File: config.mk
export PLATFORM = sky130hd
export DESIGN_NAME = iocl_top
export DESIGN_NICKNAME = d
export VERILOG_FILES = /design/src/iocl_pkg.sv /design/src/iocl_ms_flop.sv /design/src/iocl_in_path.sv /design/src/iocl_top.sv
export SDC_FILE = /design/constraint.sdc
export NUM_CORES = 1
export LEC_CHECK = 0
export CAP_MARGIN = 20
export CORE_MARGIN = 2
export CORE_UTILIZATION = 53
export CTS_BUF_LIST = sky130_fd_sc_hd__clkbuf_16
export CTS_CLUSTER_SIZE = 25
export DETAILED_ROUTE_END_ITERATION = 10
export DONT_BUFFER_PORTS = 1
export PLACE_DENSITY = 0.68
export SKIP_LAST_GASP = 1
export SYNTH_ARGS = -nofsm -noshare
export SYNTH_HDL_FRONTEND = slang
export SYNTH_SLANG_ARGS = --single-unit
File: constraint.sdc
create_clock -name pclk -period 3.9 [get_ports pclk]
set_input_delay 1.17 -clock pclk [delete_from_list [all_inputs] [get_ports pclk]]
set_output_delay 1.17 -clock pclk [all_outputs]
set_load 0.005 [all_outputs]
File: src/iocl_pkg.sv
package iocl_pkg;

  // register byte addresses
  localparam logic [7:0]  IOCL_CTRL_OFS     = 8'h00;
  localparam logic [7:0]  IOCL_STATUS_OFS   = 8'h04;
  localparam logic [7:0]  IOCL_CONFIG_OFS   = 8'h08;

  // control register fields
  localparam int          CTRL_OUT_SEL_LSB  = 0;
  localparam int          CTRL_OUT_INIT     = 2;
  localparam int          CTRL_IN_INIT      = 3;
  localparam int          CTRL_OUT_CLK_INV  = 4;
  localparam int          CTRL_IN_CLK_INV   = 5;
  localparam int          CTRL_TRI_INV      = 6;
  localparam int          CTRL_IN_DELAY     = 7;
  localparam int          CTRL_TAP1_LSB     = 8;
  localparam int          CTRL_TAP2_LSB     = 10;
  localparam int          CTRL_PULL_LSB     = 12;
  localparam int          CTRL_WIDTH        = 14;
  localparam logic [13:0] CTRL_RESET        = 14'h0080;

  // status register fields
  localparam int          STAT_PAD          = 0;
  localparam int          STAT_TAP1         = 1;
  localparam int          STAT_TAP2         = 2;
  localparam int          STAT_OUT_Q        = 3;
  localparam int          STAT_IN_MASTER    = 4;
  localparam int          STAT_IN_SLAVE     = 5;
  localparam int          STAT_USER         = 6;
  localparam int          STAT_OE           = 7;

  // config register fields
  localparam int          CFG_DONE          = 0;
  localparam logic        CFG_DONE_RESET    = 1'b0;

  // field encodings
  localparam logic [1:0]  OUT_SEL_DIRECT    = 2'h0;
  localparam logic [1:0]  OUT_SEL_INVERT    = 2'h1;
  localparam logic [1:0]  OUT_SEL_FLOP      = 2'h2;
  localparam logic [1:0]  TAP_SEL_PAD       = 2'h0;
  localparam logic [1:0]  TAP_SEL_MASTER    = 2'h1;
  localparam logic [1:0]  TAP_SEL_SLAVE     = 2'h2;
  localparam logic [1:0]  PULL_NONE         = 2'h0;
  localparam logic [1:0]  PULL_UP           = 2'h1;
  localparam logic [1:0]  PULL_DOWN         = 2'h2;

  // input path timing, in pclk cycles
  localparam int          DELAY_STAGES      = 2;

  typedef enum logic [1:0] {
    IOCL_ST_CONFIG  = 2'b00,
    IOCL_ST_STARTUP = 2'b01,
    IOCL_ST_USER    = 2'b11
  } iocl_state_t;

endpackage

File: src/iocl_ms_flop.sv
module iocl_ms_flop
  import iocl_pkg::*;
(
  // clock and reset
  input  wire logic pclk,
  input  wire logic presetn,
  // data and user clock, polarity already applied
  input  wire logic d,
  input  wire logic clk_eff,
  // initial state control
  input  wire logic init_val,
  input  wire logic hold_init,
  // latch outputs and clock edge pulse
  output logic      master_q,
  output logic      slave_q,
  output logic      edge_pulse
);

  logic prev_reg;
  logic master_reg;
  logic slave_reg;

  always_ff @(posedge pclk or negedge presetn) begin
    if (!presetn) begin
      prev_reg <= 1'b0;
    end else begin
      prev_reg <= clk_eff;
    end
  end

  assign edge_pulse = clk_eff & ~prev_reg;

  // master is open while the user clock is inactive
  always_ff @(posedge pclk or negedge presetn) begin
    if (!presetn) begin
      master_reg <= 1'b0;
    end else if (hold_init) begin
      master_reg <= init_val;
    end else if (!clk_eff) begin
      master_reg <= d;
    end
  end

  always_ff @(posedge pclk or negedge presetn) begin
    if (!presetn) begin
      slave_reg <= 1'b0;
    end else if (hold_init) begin
      slave_reg <= init_val;
    end else if (edge_pulse) begin
      slave_reg <= master_reg;
    end
  end

  assign master_q = master_reg;
  assign slave_q  = slave_reg;

endmodule

File: src/iocl_in_path.sv
module iocl_in_path
  import iocl_pkg::*;
(
  // clock and reset
  input  wire logic pclk,
  input  wire logic presetn,
  // pad side
  input  wire logic pad_in,
  // core side
  output logic      pad_fast,
  output logic      pad_slow
);

  logic                    sync1_reg;
  logic                    sync2_reg;
  logic [DELAY_STAGES-1:0] dly_reg;

  // first stage feeds only the second
  always_ff @(posedge pclk or negedge presetn) begin
    if (!presetn) begin
      sync1_reg <= 1'b0;
      sync2_reg <= 1'b0;
    end else begin
      sync1_reg <= pad_in;
      sync2_reg <= sync1_reg;
    end
  end

  always_ff @(posedge pclk or negedge presetn) begin
    if (!presetn) begin
      dly_reg <= '0;
    end else begin
      dly_reg[0] <= sync2_reg;
      for (int i = 1; i < DELAY_STAGES; i++) begin
        dly_reg[i] <= dly_reg[i-1];
      end
    end
  end

  assign pad_fast = sync2_reg;
  assign pad_slow = dly_reg[DELAY_STAGES-1];

endmodule

File: src/iocl_top.sv
// Contract
// - output buffer driven by core output, its inverse, or output flop value.
// - each flop takes its configured set or clear state when configuration completes.
// - global set/reset after configuration forces every flop to its initial state.
// - each flop clock edge is selectable per cell by an invert bit.
// - three-state enable polarity is selectable per cell.
// - pad input feeds internal logic directly and the input flop data.
// - optional delay before the input flop, on by default, removable.
// - two input taps, each from pad data, master latch or slave latch.
// - pin pull is selectable: weak up, weak down or none.
// - during configuration every pin is weakly pulled high.
module iocl_top
  import iocl_pkg::*;
(
  // clock and reset
  input  wire logic        pclk,
  input  wire logic        presetn,
  // apb slave
  input  wire logic        psel,
  input  wire logic        penable,
  input  wire logic        pwrite,
  input  wire logic [7:0]  paddr,
  input  wire logic [31:0] pwdata,
  input  wire logic [3:0]  pstrb,
  output logic      [31:0] prdata,
  output logic             pready,
  output logic             pslverr,
  // core logic side
  input  wire logic        core_out,
  input  wire logic        core_tristate,
  input  wire logic        out_clk,
  input  wire logic        in_clk,
  input  wire logic        global_sr,
  output logic             input_tap_one,
  output logic             input_tap_two,
  // pad side
  input  wire logic        pad_in,
  output logic             pad_out,
  output logic             pad_oe,
  output logic             pull_up_en,
  output logic             pull_down_en
);

  iocl_state_t           state_reg;
  iocl_state_t           state_next;
  logic [CTRL_WIDTH-1:0] ctrl_reg;
  logic                  cfg_done_reg;
  logic [31:0]           prdata_reg;
  logic [31:0]           rd_mux;
  logic                  acc;
  logic                  wr_en;
  logic                  mapped;
  logic                  hold_init;
  logic [1:0]            out_sel;
  logic [1:0]            tap1_sel;
  logic [1:0]            tap2_sel;
  logic [1:0]            pull_sel;
  logic                  out_init;
  logic                  in_init;
  logic                  out_clk_eff;
  logic                  in_clk_eff;
  logic                  tri_inv;
  logic                  in_delay_en;
  logic                  pad_fast;
  logic                  pad_slow;
  logic                  in_d;
  logic                  out_slave;
  logic                  out_edge;
  logic                  in_master;
  logic                  in_slave;
  logic                  in_edge;
  logic                  out_mux;
  logic                  tap_one_reg;
  logic                  tap_two_reg;
  logic                  pad_out_reg;
  logic                  pad_oe_reg;
  logic                  pull_up_reg;
  logic                  pull_down_reg;

  // field decode
  assign out_sel     = ctrl_reg[CTRL_OUT_SEL_LSB+:2];
  assign tap1_sel    = ctrl_reg[CTRL_TAP1_LSB+:2];
  assign tap2_sel    = ctrl_reg[CTRL_TAP2_LSB+:2];
  assign pull_sel    = ctrl_reg[CTRL_PULL_LSB+:2];
  assign out_init    = ctrl_reg[CTRL_OUT_INIT];
  assign in_init     = ctrl_reg[CTRL_IN_INIT];
  assign tri_inv     = ctrl_reg[CTRL_TRI_INV];
  assign in_delay_en = ctrl_reg[CTRL_IN_DELAY];

  // apb decode; zero wait states, read data staged in the setup cycle
  assign acc     = psel & penable;
  assign wr_en   = acc & pwrite;
  assign mapped  = (paddr == IOCL_CTRL_OFS) || (paddr == IOCL_STATUS_OFS) || (paddr == IOCL_CONFIG_OFS);
  assign pready  = 1'b1;
  assign pslverr = acc & ~mapped;
  assign prdata  = prdata_reg;

  always_ff @(posedge pclk or negedge presetn) begin
    if (!presetn) begin
      ctrl_reg <= CTRL_RESET;
    end else if (wr_en && paddr == IOCL_CTRL_OFS) begin
      if (pstrb[0]) begin
        ctrl_reg[7:0] <= pwdata[7:0];
      end
      if (pstrb[1]) begin
        ctrl_reg[CTRL_WIDTH-1:8] <= pwdata[CTRL_WIDTH-1:8];
      end
    end
  end

  // clearing done drops the cell back into configuration
  always_ff @(posedge pclk or negedge presetn) begin
    if (!presetn) begin
      cfg_done_reg <= CFG_DONE_RESET;
    end else if (wr_en && paddr == IOCL_CONFIG_OFS && pstrb[0]) begin
      cfg_done_reg <= pwdata[CFG_DONE];
    end
  end

  always_comb begin
    rd_mux = 32'h0000_0000;
    case (paddr)
      IOCL_CTRL_OFS: begin
        rd_mux[CTRL_WIDTH-1:0] = ctrl_reg;
      end
      IOCL_STATUS_OFS: begin
        rd_mux[STAT_PAD]       = pad_fast;
        rd_mux[STAT_TAP1]      = tap_one_reg;
        rd_mux[STAT_TAP2]      = tap_two_reg;
        rd_mux[STAT_OUT_Q]     = out_slave;
        rd_mux[STAT_IN_MASTER] = in_master;
        rd_mux[STAT_IN_SLAVE]  = in_slave;
        rd_mux[STAT_USER]      = (state_reg == IOCL_ST_USER);
        rd_mux[STAT_OE]        = pad_oe_reg;
      end
      IOCL_CONFIG_OFS: begin
        rd_mux[CFG_DONE] = cfg_done_reg;
      end
      default: begin
        rd_mux = 32'h0000_0000;
      end
    endcase
  end

  always_ff @(posedge pclk or negedge presetn) begin
    if (!presetn) begin
      prdata_reg <= 32'h0000_0000;
    end else if (psel && !penable && !pwrite) begin
      prdata_reg <= rd_mux;
    end
  end

  // configuration sequence
  always_comb begin
    state_next = state_reg;
    case (state_reg)
      IOCL_ST_CONFIG: begin
        if (cfg_done_reg) begin
          state_next = IOCL_ST_STARTUP;
        end
      end
      IOCL_ST_STARTUP: begin
        state_next = cfg_done_reg ? IOCL_ST_USER : IOCL_ST_CONFIG;
      end
      IOCL_ST_USER: begin
        if (!cfg_done_reg) begin
          state_next = IOCL_ST_CONFIG;
        end
      end
      default: begin
        state_next = IOCL_ST_CONFIG;
      end
    endcase
  end

  always_ff @(posedge pclk or negedge presetn) begin
    if (!presetn) begin
      state_reg <= IOCL_ST_CONFIG;
    end else begin
      state_reg <= state_next;
    end
  end

  // flops sit at their init value until user mode and under global set/reset
  assign hold_init = (state_reg != IOCL_ST_USER) || global_sr;

  // user clocks come from core logic on pclk, so no synchroniser
  assign out_clk_eff = out_clk ^ ctrl_reg[CTRL_OUT_CLK_INV];
  assign in_clk_eff  = in_clk ^ ctrl_reg[CTRL_IN_CLK_INV];

  iocl_ms_flop u_out_flop (
    .pclk       (pclk),
    .presetn    (presetn),
    .d          (core_out),
    .clk_eff    (out_clk_eff),
    .init_val   (out_init),
    .hold_init  (hold_init),
    .master_q   (),
    .slave_q    (out_slave),
    .edge_pulse (out_edge)
  );

  iocl_in_path u_in_path (
    .pclk     (pclk),
    .presetn  (presetn),
    .pad_in   (pad_in),
    .pad_fast (pad_fast),
    .pad_slow (pad_slow)
  );

  // the delayed path trades setup time for hold margin
  assign in_d = in_delay_en ? pad_slow : pad_fast;

  iocl_ms_flop u_in_flop (
    .pclk       (pclk),
    .presetn    (presetn),
    .d          (in_d),
    .clk_eff    (in_clk_eff),
    .init_val   (in_init),
    .hold_init  (hold_init),
    .master_q   (in_master),
    .slave_q    (in_slave),
    .edge_pulse (in_edge)
  );

  // output path
  always_comb begin
    case (out_sel)
      OUT_SEL_DIRECT: out_mux = core_out;
      OUT_SEL_INVERT: out_mux = ~core_out;
      OUT_SEL_FLOP:   out_mux = out_slave;
      default:        out_mux = core_out;
    endcase
  end

  always_ff @(posedge pclk or negedge presetn) begin
    if (!presetn) begin
      pad_out_reg <= 1'b0;
    end else begin
      pad_out_reg <= out_mux;
    end
  end

  // buffer floats throughout configuration
  always_ff @(posedge pclk or negedge presetn) begin
    if (!presetn) begin
      pad_oe_reg <= 1'b0;
    end else begin
      pad_oe_reg <= (state_reg == IOCL_ST_USER) && (core_tristate == tri_inv);
    end
  end

  always_ff @(posedge pclk or negedge presetn) begin
    if (!presetn) begin
      pull_up_reg   <= 1'b1;
      pull_down_reg <= 1'b0;
    end else if (state_reg != IOCL_ST_USER) begin
      pull_up_reg   <= 1'b1;
      pull_down_reg <= 1'b0;
    end else begin
      pull_up_reg   <= (pull_sel == PULL_UP);
      pull_down_reg <= (pull_sel == PULL_DOWN);
    end
  end

  // input taps
  function automatic logic tap_pick(input logic [1:0] sel, input logic raw, input logic m, input logic s);
    logic r;
    case (sel)
      TAP_SEL_MASTER: r = m;
      TAP_SEL_SLAVE:  r = s;
      default:        r = raw;
    endcase
    return r;
  endfunction

  always_ff @(posedge pclk or negedge presetn) begin
    if (!presetn) begin
      tap_one_reg <= 1'b0;
      tap_two_reg <= 1'b0;
    end else begin
      tap_one_reg <= tap_pick(tap1_sel, pad_fast, in_master, in_slave);
      tap_two_reg <= tap_pick(tap2_sel, pad_fast, in_master, in_slave);
    end
  end

  assign input_tap_one = tap_one_reg;
  assign input_tap_two = tap_two_reg;
  assign pad_out       = pad_out_reg;
  assign pad_oe        = pad_oe_reg;
  assign pull_up_en    = pull_up_reg;
  assign pull_down_en  = pull_down_reg;
endmodule

Yosys cells after proc, flatten, opt, wreduce, memory -nomap -nowiden
Cells that the tools add are included.
- bits in registers: 47
- input port bits: 55
- output and inout bits: 40
- equal/unequal tests: 18
- mux-type cells: 21
- bitwise logic cells: 11
- reduce and logical (&&, ||, !) cells: 18
- operator list (kind ; number):
    7-bit one-hot mux with 2 select lines ; 1
    1-bit two-way mux ; 11
    2-bit by 1-bit equality test with 1-bit output, second input constant ; 5
    2-bit equality test, second input constant ; 5
    2-bit != test, second input constant ; 5
    8-bit by 3-bit equality test with 1-bit output, second input constant ; 1
    8-bit by 4-bit equality test with 1-bit output, second input constant ; 1
    8-bit logical NOT ; 1
    1-bit logical AND ; 6
    2-bit two-way mux ; 3
    6-bit two-way mux ; 1
    1-bit one-hot mux with 2 select lines ; 3
    2-bit one-hot mux with 3 select lines ; 1
    2-bit AND reduction ; 3
    1-bit bitwise AND ; 5
    1-bit NOT ; 4
    2-bit nonzero test ; 2
    1-bit logical OR ; 3
    1-bit one-hot mux with 3 select lines ; 1
    1-bit logical NOT ; 2
    2-bit logical NOT ; 1
    1-bit XOR ; 2
    1-bit equality test ; 1

Depth between registers and ports, before layout
- depth after elaboration: 5
- mapped depth: 5
- mapped depth without buffers: 4

Hierarchy
A second synthesis with hierarchy kept.
- cells, all modules: 177
- area, all modules: 2213.4 sq um
- modules (own cells, without submodules) (module ; times used ; cells each ; area each (sq um) ; sequential area each (sq um)):
    iocl_top ; 1 ; 155 ; 1858.0 ; 928.4
    iocl_ms_flop ; 2 ; 9 ; 127.6 ; 75.1
    iocl_in_path ; 1 ; 4 ; 100.1 ; 100.1

Worst setup path after synthesis
Ideal clock, no wire load.
- path kind: in2out
- start point: input port paddr[1]
- end point: output port pslverr
- arrival: 2.034 ns
- data required time: 2.730 ns
- slack: 0.696 ns
- stages: 4
- buffers on the path: 1
- cell sequence: or4_4 > buf_6 > nor2_1 > a21oi_1
- cells in the longest elaborated chain, start to end: 5
- elaborated cells on any way between the ends: 7
- classes of those cells: eq/ne: 2; bitwise: 2; reduce/logical: 3
- RTL lines (element ; line ; RTL):
    from (decl) ; iocl_top.sv:22 ; input wire logic [7:0] paddr,
    8-bit by 3-bit equality test with 1-bit output or 8-bit logical NOT (tied branches) ; iocl_top.sv:93 ; assign mapped = (paddr == IOCL_CTRL_OFS) || (paddr == IOCL_STATUS_OFS) || (paddr == IOCL_CONFIG_OFS);
    1-bit logical OR ; iocl_top.sv:93 ;
    1-bit logical OR * ; iocl_top.sv:93 ;
    1-bit NOT * ; iocl_top.sv:95 ; assign pslverr = acc & ~mapped;
    1-bit bitwise AND * ; iocl_top.sv:95 ;
    to (decl) ; iocl_top.sv:27 ; output logic pslverr,
Every way passes the cells marked *; elsewhere a longest branch is shown, timed or not.

Worst setup path after layout
Ends and elaborated chain as after synthesis.

==> flow_summary.yaml <==
drt:
  wl_per_cell_um: 17.03
  vias: 1333
  antenna_left: 0
  drt-pass1-iter-count: 4
  drt-total-wl_um: 3985
  viasPerCell: 5.697
  drc: 0
  drt-initial-drc-count: 93
critical_path:
  cpLargestDelayFamily: "simple AND/OR/NAND/NOR gates"
  critPathMaxStageDelay_ps: 580
  startpoint_type: "input port"
  rr_endpoint: "u_in_flop.master_q"
  reg2regPathDepth: 4
  r2r_setup_slack_ps: 2600
  critPathArrivalTime_ps: 2030
  path_max_fanout: 7
  crit_path_start: "paddr[1]"
  cp.required_ps: 2730
  worst-path-buf-inv: 0
  crit_type: "in -> out"
  r2r-start: "ctrl_reg[5]"
  cp_cell_sequence: "or4_4, nor2_1, a21oi_1"
  cpMaxStageDelayCell: "or4_4"
  end_kind: "output pin"
worst_hold_path:
  hp-class: "reg -> reg"
  min_from: "u_in_path.sync1_reg"
  hold_end: "u_in_path.pad_fast"
  whs_path_depth: 0
cells_and_area:
  final_util_pct: 57.58
  final_nets: 244
  diodes: 0
  drive_above_1_share_pct: 15.76
  syn_to_final_growth_pct: 4.216
clocking:
  clock_latency_ps: 280
  cts_root_buffer: "clkbuf_16"
  path_clk_slew_ps: 60
  clockBufferDepth: 2
  htree_levels: 2
  cts_hold_buf: 0
  post_cts_buffers: 0
  cts_tree: "done"
  cts.sinks: 47
  post_cts_resized: 0
  cts_buffers: 5
power:
  totalPowerFinal_mw: 0.9171
  clkPwrFrac_pct: 42.8
  power_switching_mw: 0.1820
  irDropWorstVdd_uv: 194.6
  p_comb_share_pct: 2.7
  seqPwrFrac_pct: 54.5
  swShare_pct: 19.85
  p_int_mw: 0.7351
  power.density_nw_per_um2: 395.3
  total_leakage_power_nw: 1.131
floorplanning:
  start_util_pct: 55.25
  dieArea_sq_um: 4734
  io_pins: 95
  fp.dieH_um: 68.81
  die_x_um: 68.81
  row_count: 23
  coreArea_sq_um: 4029
logic_synthesis:
  synthTopCellsByArea: "dfrtp_1 (51%), buf_4 (6.4%), mux2_4 (5.4%)"
  syn_area_sq_um: 2226
  postSynth.asyncResetShare_pct: 100.0
  synth_edf_count: 0
  syn_inst: 182
  ys_seq_elements: 47
  synth_top_cell_area_share_pct: 50.59
  synth_ff_type: "dfrtp_1"
  synth_seq_area_share_pct: 52.95
  synth_top_area_cell: "dfrtp_1"
  avgSynthCellArea_sq_um: 12.23
  synth_cell_types: 47
  ys_warn_count: 0
timing:
  fin_worst_skew_ps: 4.714
  hold_viol: 0
  period_share_pct: 82.15
  rsz0062_at_grt: "false"
  worstMarginPinSlew_ps: 715.2
  hold_slack_ps: 348.7
  period_needed_ps: 3204
  setup_viol: 0
  drv_slew: 0
  slew_headroom_pct: 51.93
  fin_setup_tns_ps: 0
  fmax_ghz: 0.3121
grt:
  grt-ovfl-total: 0
  grt_max_degree: 48
  grt_pass1_wl_um: 6120
  grt_pass1_vias: 1294
  track_usage_pct: 18.32
  antenna_found_initial: 0
status:
  status: "finished clean"
place:
  post-dp-hpwl_um: 2977
  io_buffers: 0
  gp_congestion: 0.7415
flow_run:
  max_cap_violations: 0
## placed cells by master, fill, tap and decap left out, types with 6 or more instances in the layout
cell type	netlist	final
dfrtp_1	45	45
conb_1	2	19
a221o_1	7	7
ha_1	6	6
inv_1	13	15
nand2_1	9	9
mux2_4	8	8
and2_0	7	7
a22o_1	6	6
mux2_2	7	7
## power by group through the flow
stage	sequential, mW	clock, mW	combinational (mW)
floorplan	0.506	0	0.0359
global placement	0.508	0	0.0233
detailed placement	0.508	0	0.0244
CTS	0.499	0.408	0.0244
global route	0.500	0.427	0.0291
finish	0.499	0.393	0.0247
## routing by layer
layer	up-vias	GRT usage (%)	routed length [um]	part of all wire (%)
met5	-	0	0	0
met4	0	5.882	40	1.0
met3	4	5.844	302	7.6
met2	57	29.21	1901	48
met1	663	23.80	1740	44
li1	609	-	-	-
## cell usage after synthesis (2+ instances only)
master,number
a21oi_1,2
a221o_1,7
a22o_1,6
a22oi_1,2
a31oi_1,2
and2_0,7
buf_4,19
buf_6,2
clkbuf_1,2
conb_1,2
dfrtp_1,45
dfstp_2,2
ha_1,6
inv_1,13
mux2_2,7
mux2_4,8
nand2_1,9
nor2_1,4
nor2b_1,2
nor3_1,2
o21ai_0,5
o41ai_1,2
xnor2_1,2
## per-stage QoR
| step | std cells | setup WS [ps] | instance area [sq um] |
|---|---|---|---|
| 5_1_grt | 234 | 667.2 | 2320 |
| 2_1_floorplan | 199 | 696.5 | 2290 |
| 6_report | 234 | 696.2 | 2320 |
| 3_5_place_dp | 226 | 694.1 | 2182 |
| 3_3_place_gp | 226 | 700.3 | 2182 |
| 4_1_cts | 234 | 695.2 | 2320 |
## worst max path at each step
stage | end | depth (start not counted)
floorplan | pslverr | 4
global placement | pslverr | 3
detailed placement | pslverr | 3
CTS | pslverr | 3
global route | pslverr | 3
finish | pslverr | 3
## layout make-up
type	instances	area, sq um
Fill cell	345	1709
Sequential cell	47	1179
Multi-Input combinational cell	115	884.6
Clock buffer	5	125.1
Tap cell	50	62.56
Inverter	13	48.80
Clock inverter	3	12.51
Timing Repair Buffer	1	7.507
## worst register-to-register path, delay by kind of cell (launching register included)
kind	cells	cell delay, ps
xor+xnor	1	290
compound gates	2	330
buf+inv	1	130
flops	1	410
## cell families (layout without fill, tap and decap cells)
group,Yosys count,count (layout),share of synthesized area [%]
AOI/OAI and AO/OA,31,31,10.91
xor gates and xnor gates,3,3,1.181
adders and majority gates,6,6,3.373
buffers and inverters,37,22,10.17
DFF,47,47,52.95
muxes,16,16,9.388
other,2,19,0.3374
and+or+nand+nor,40,40,11.69
Power figures use the tool's default switching activity.
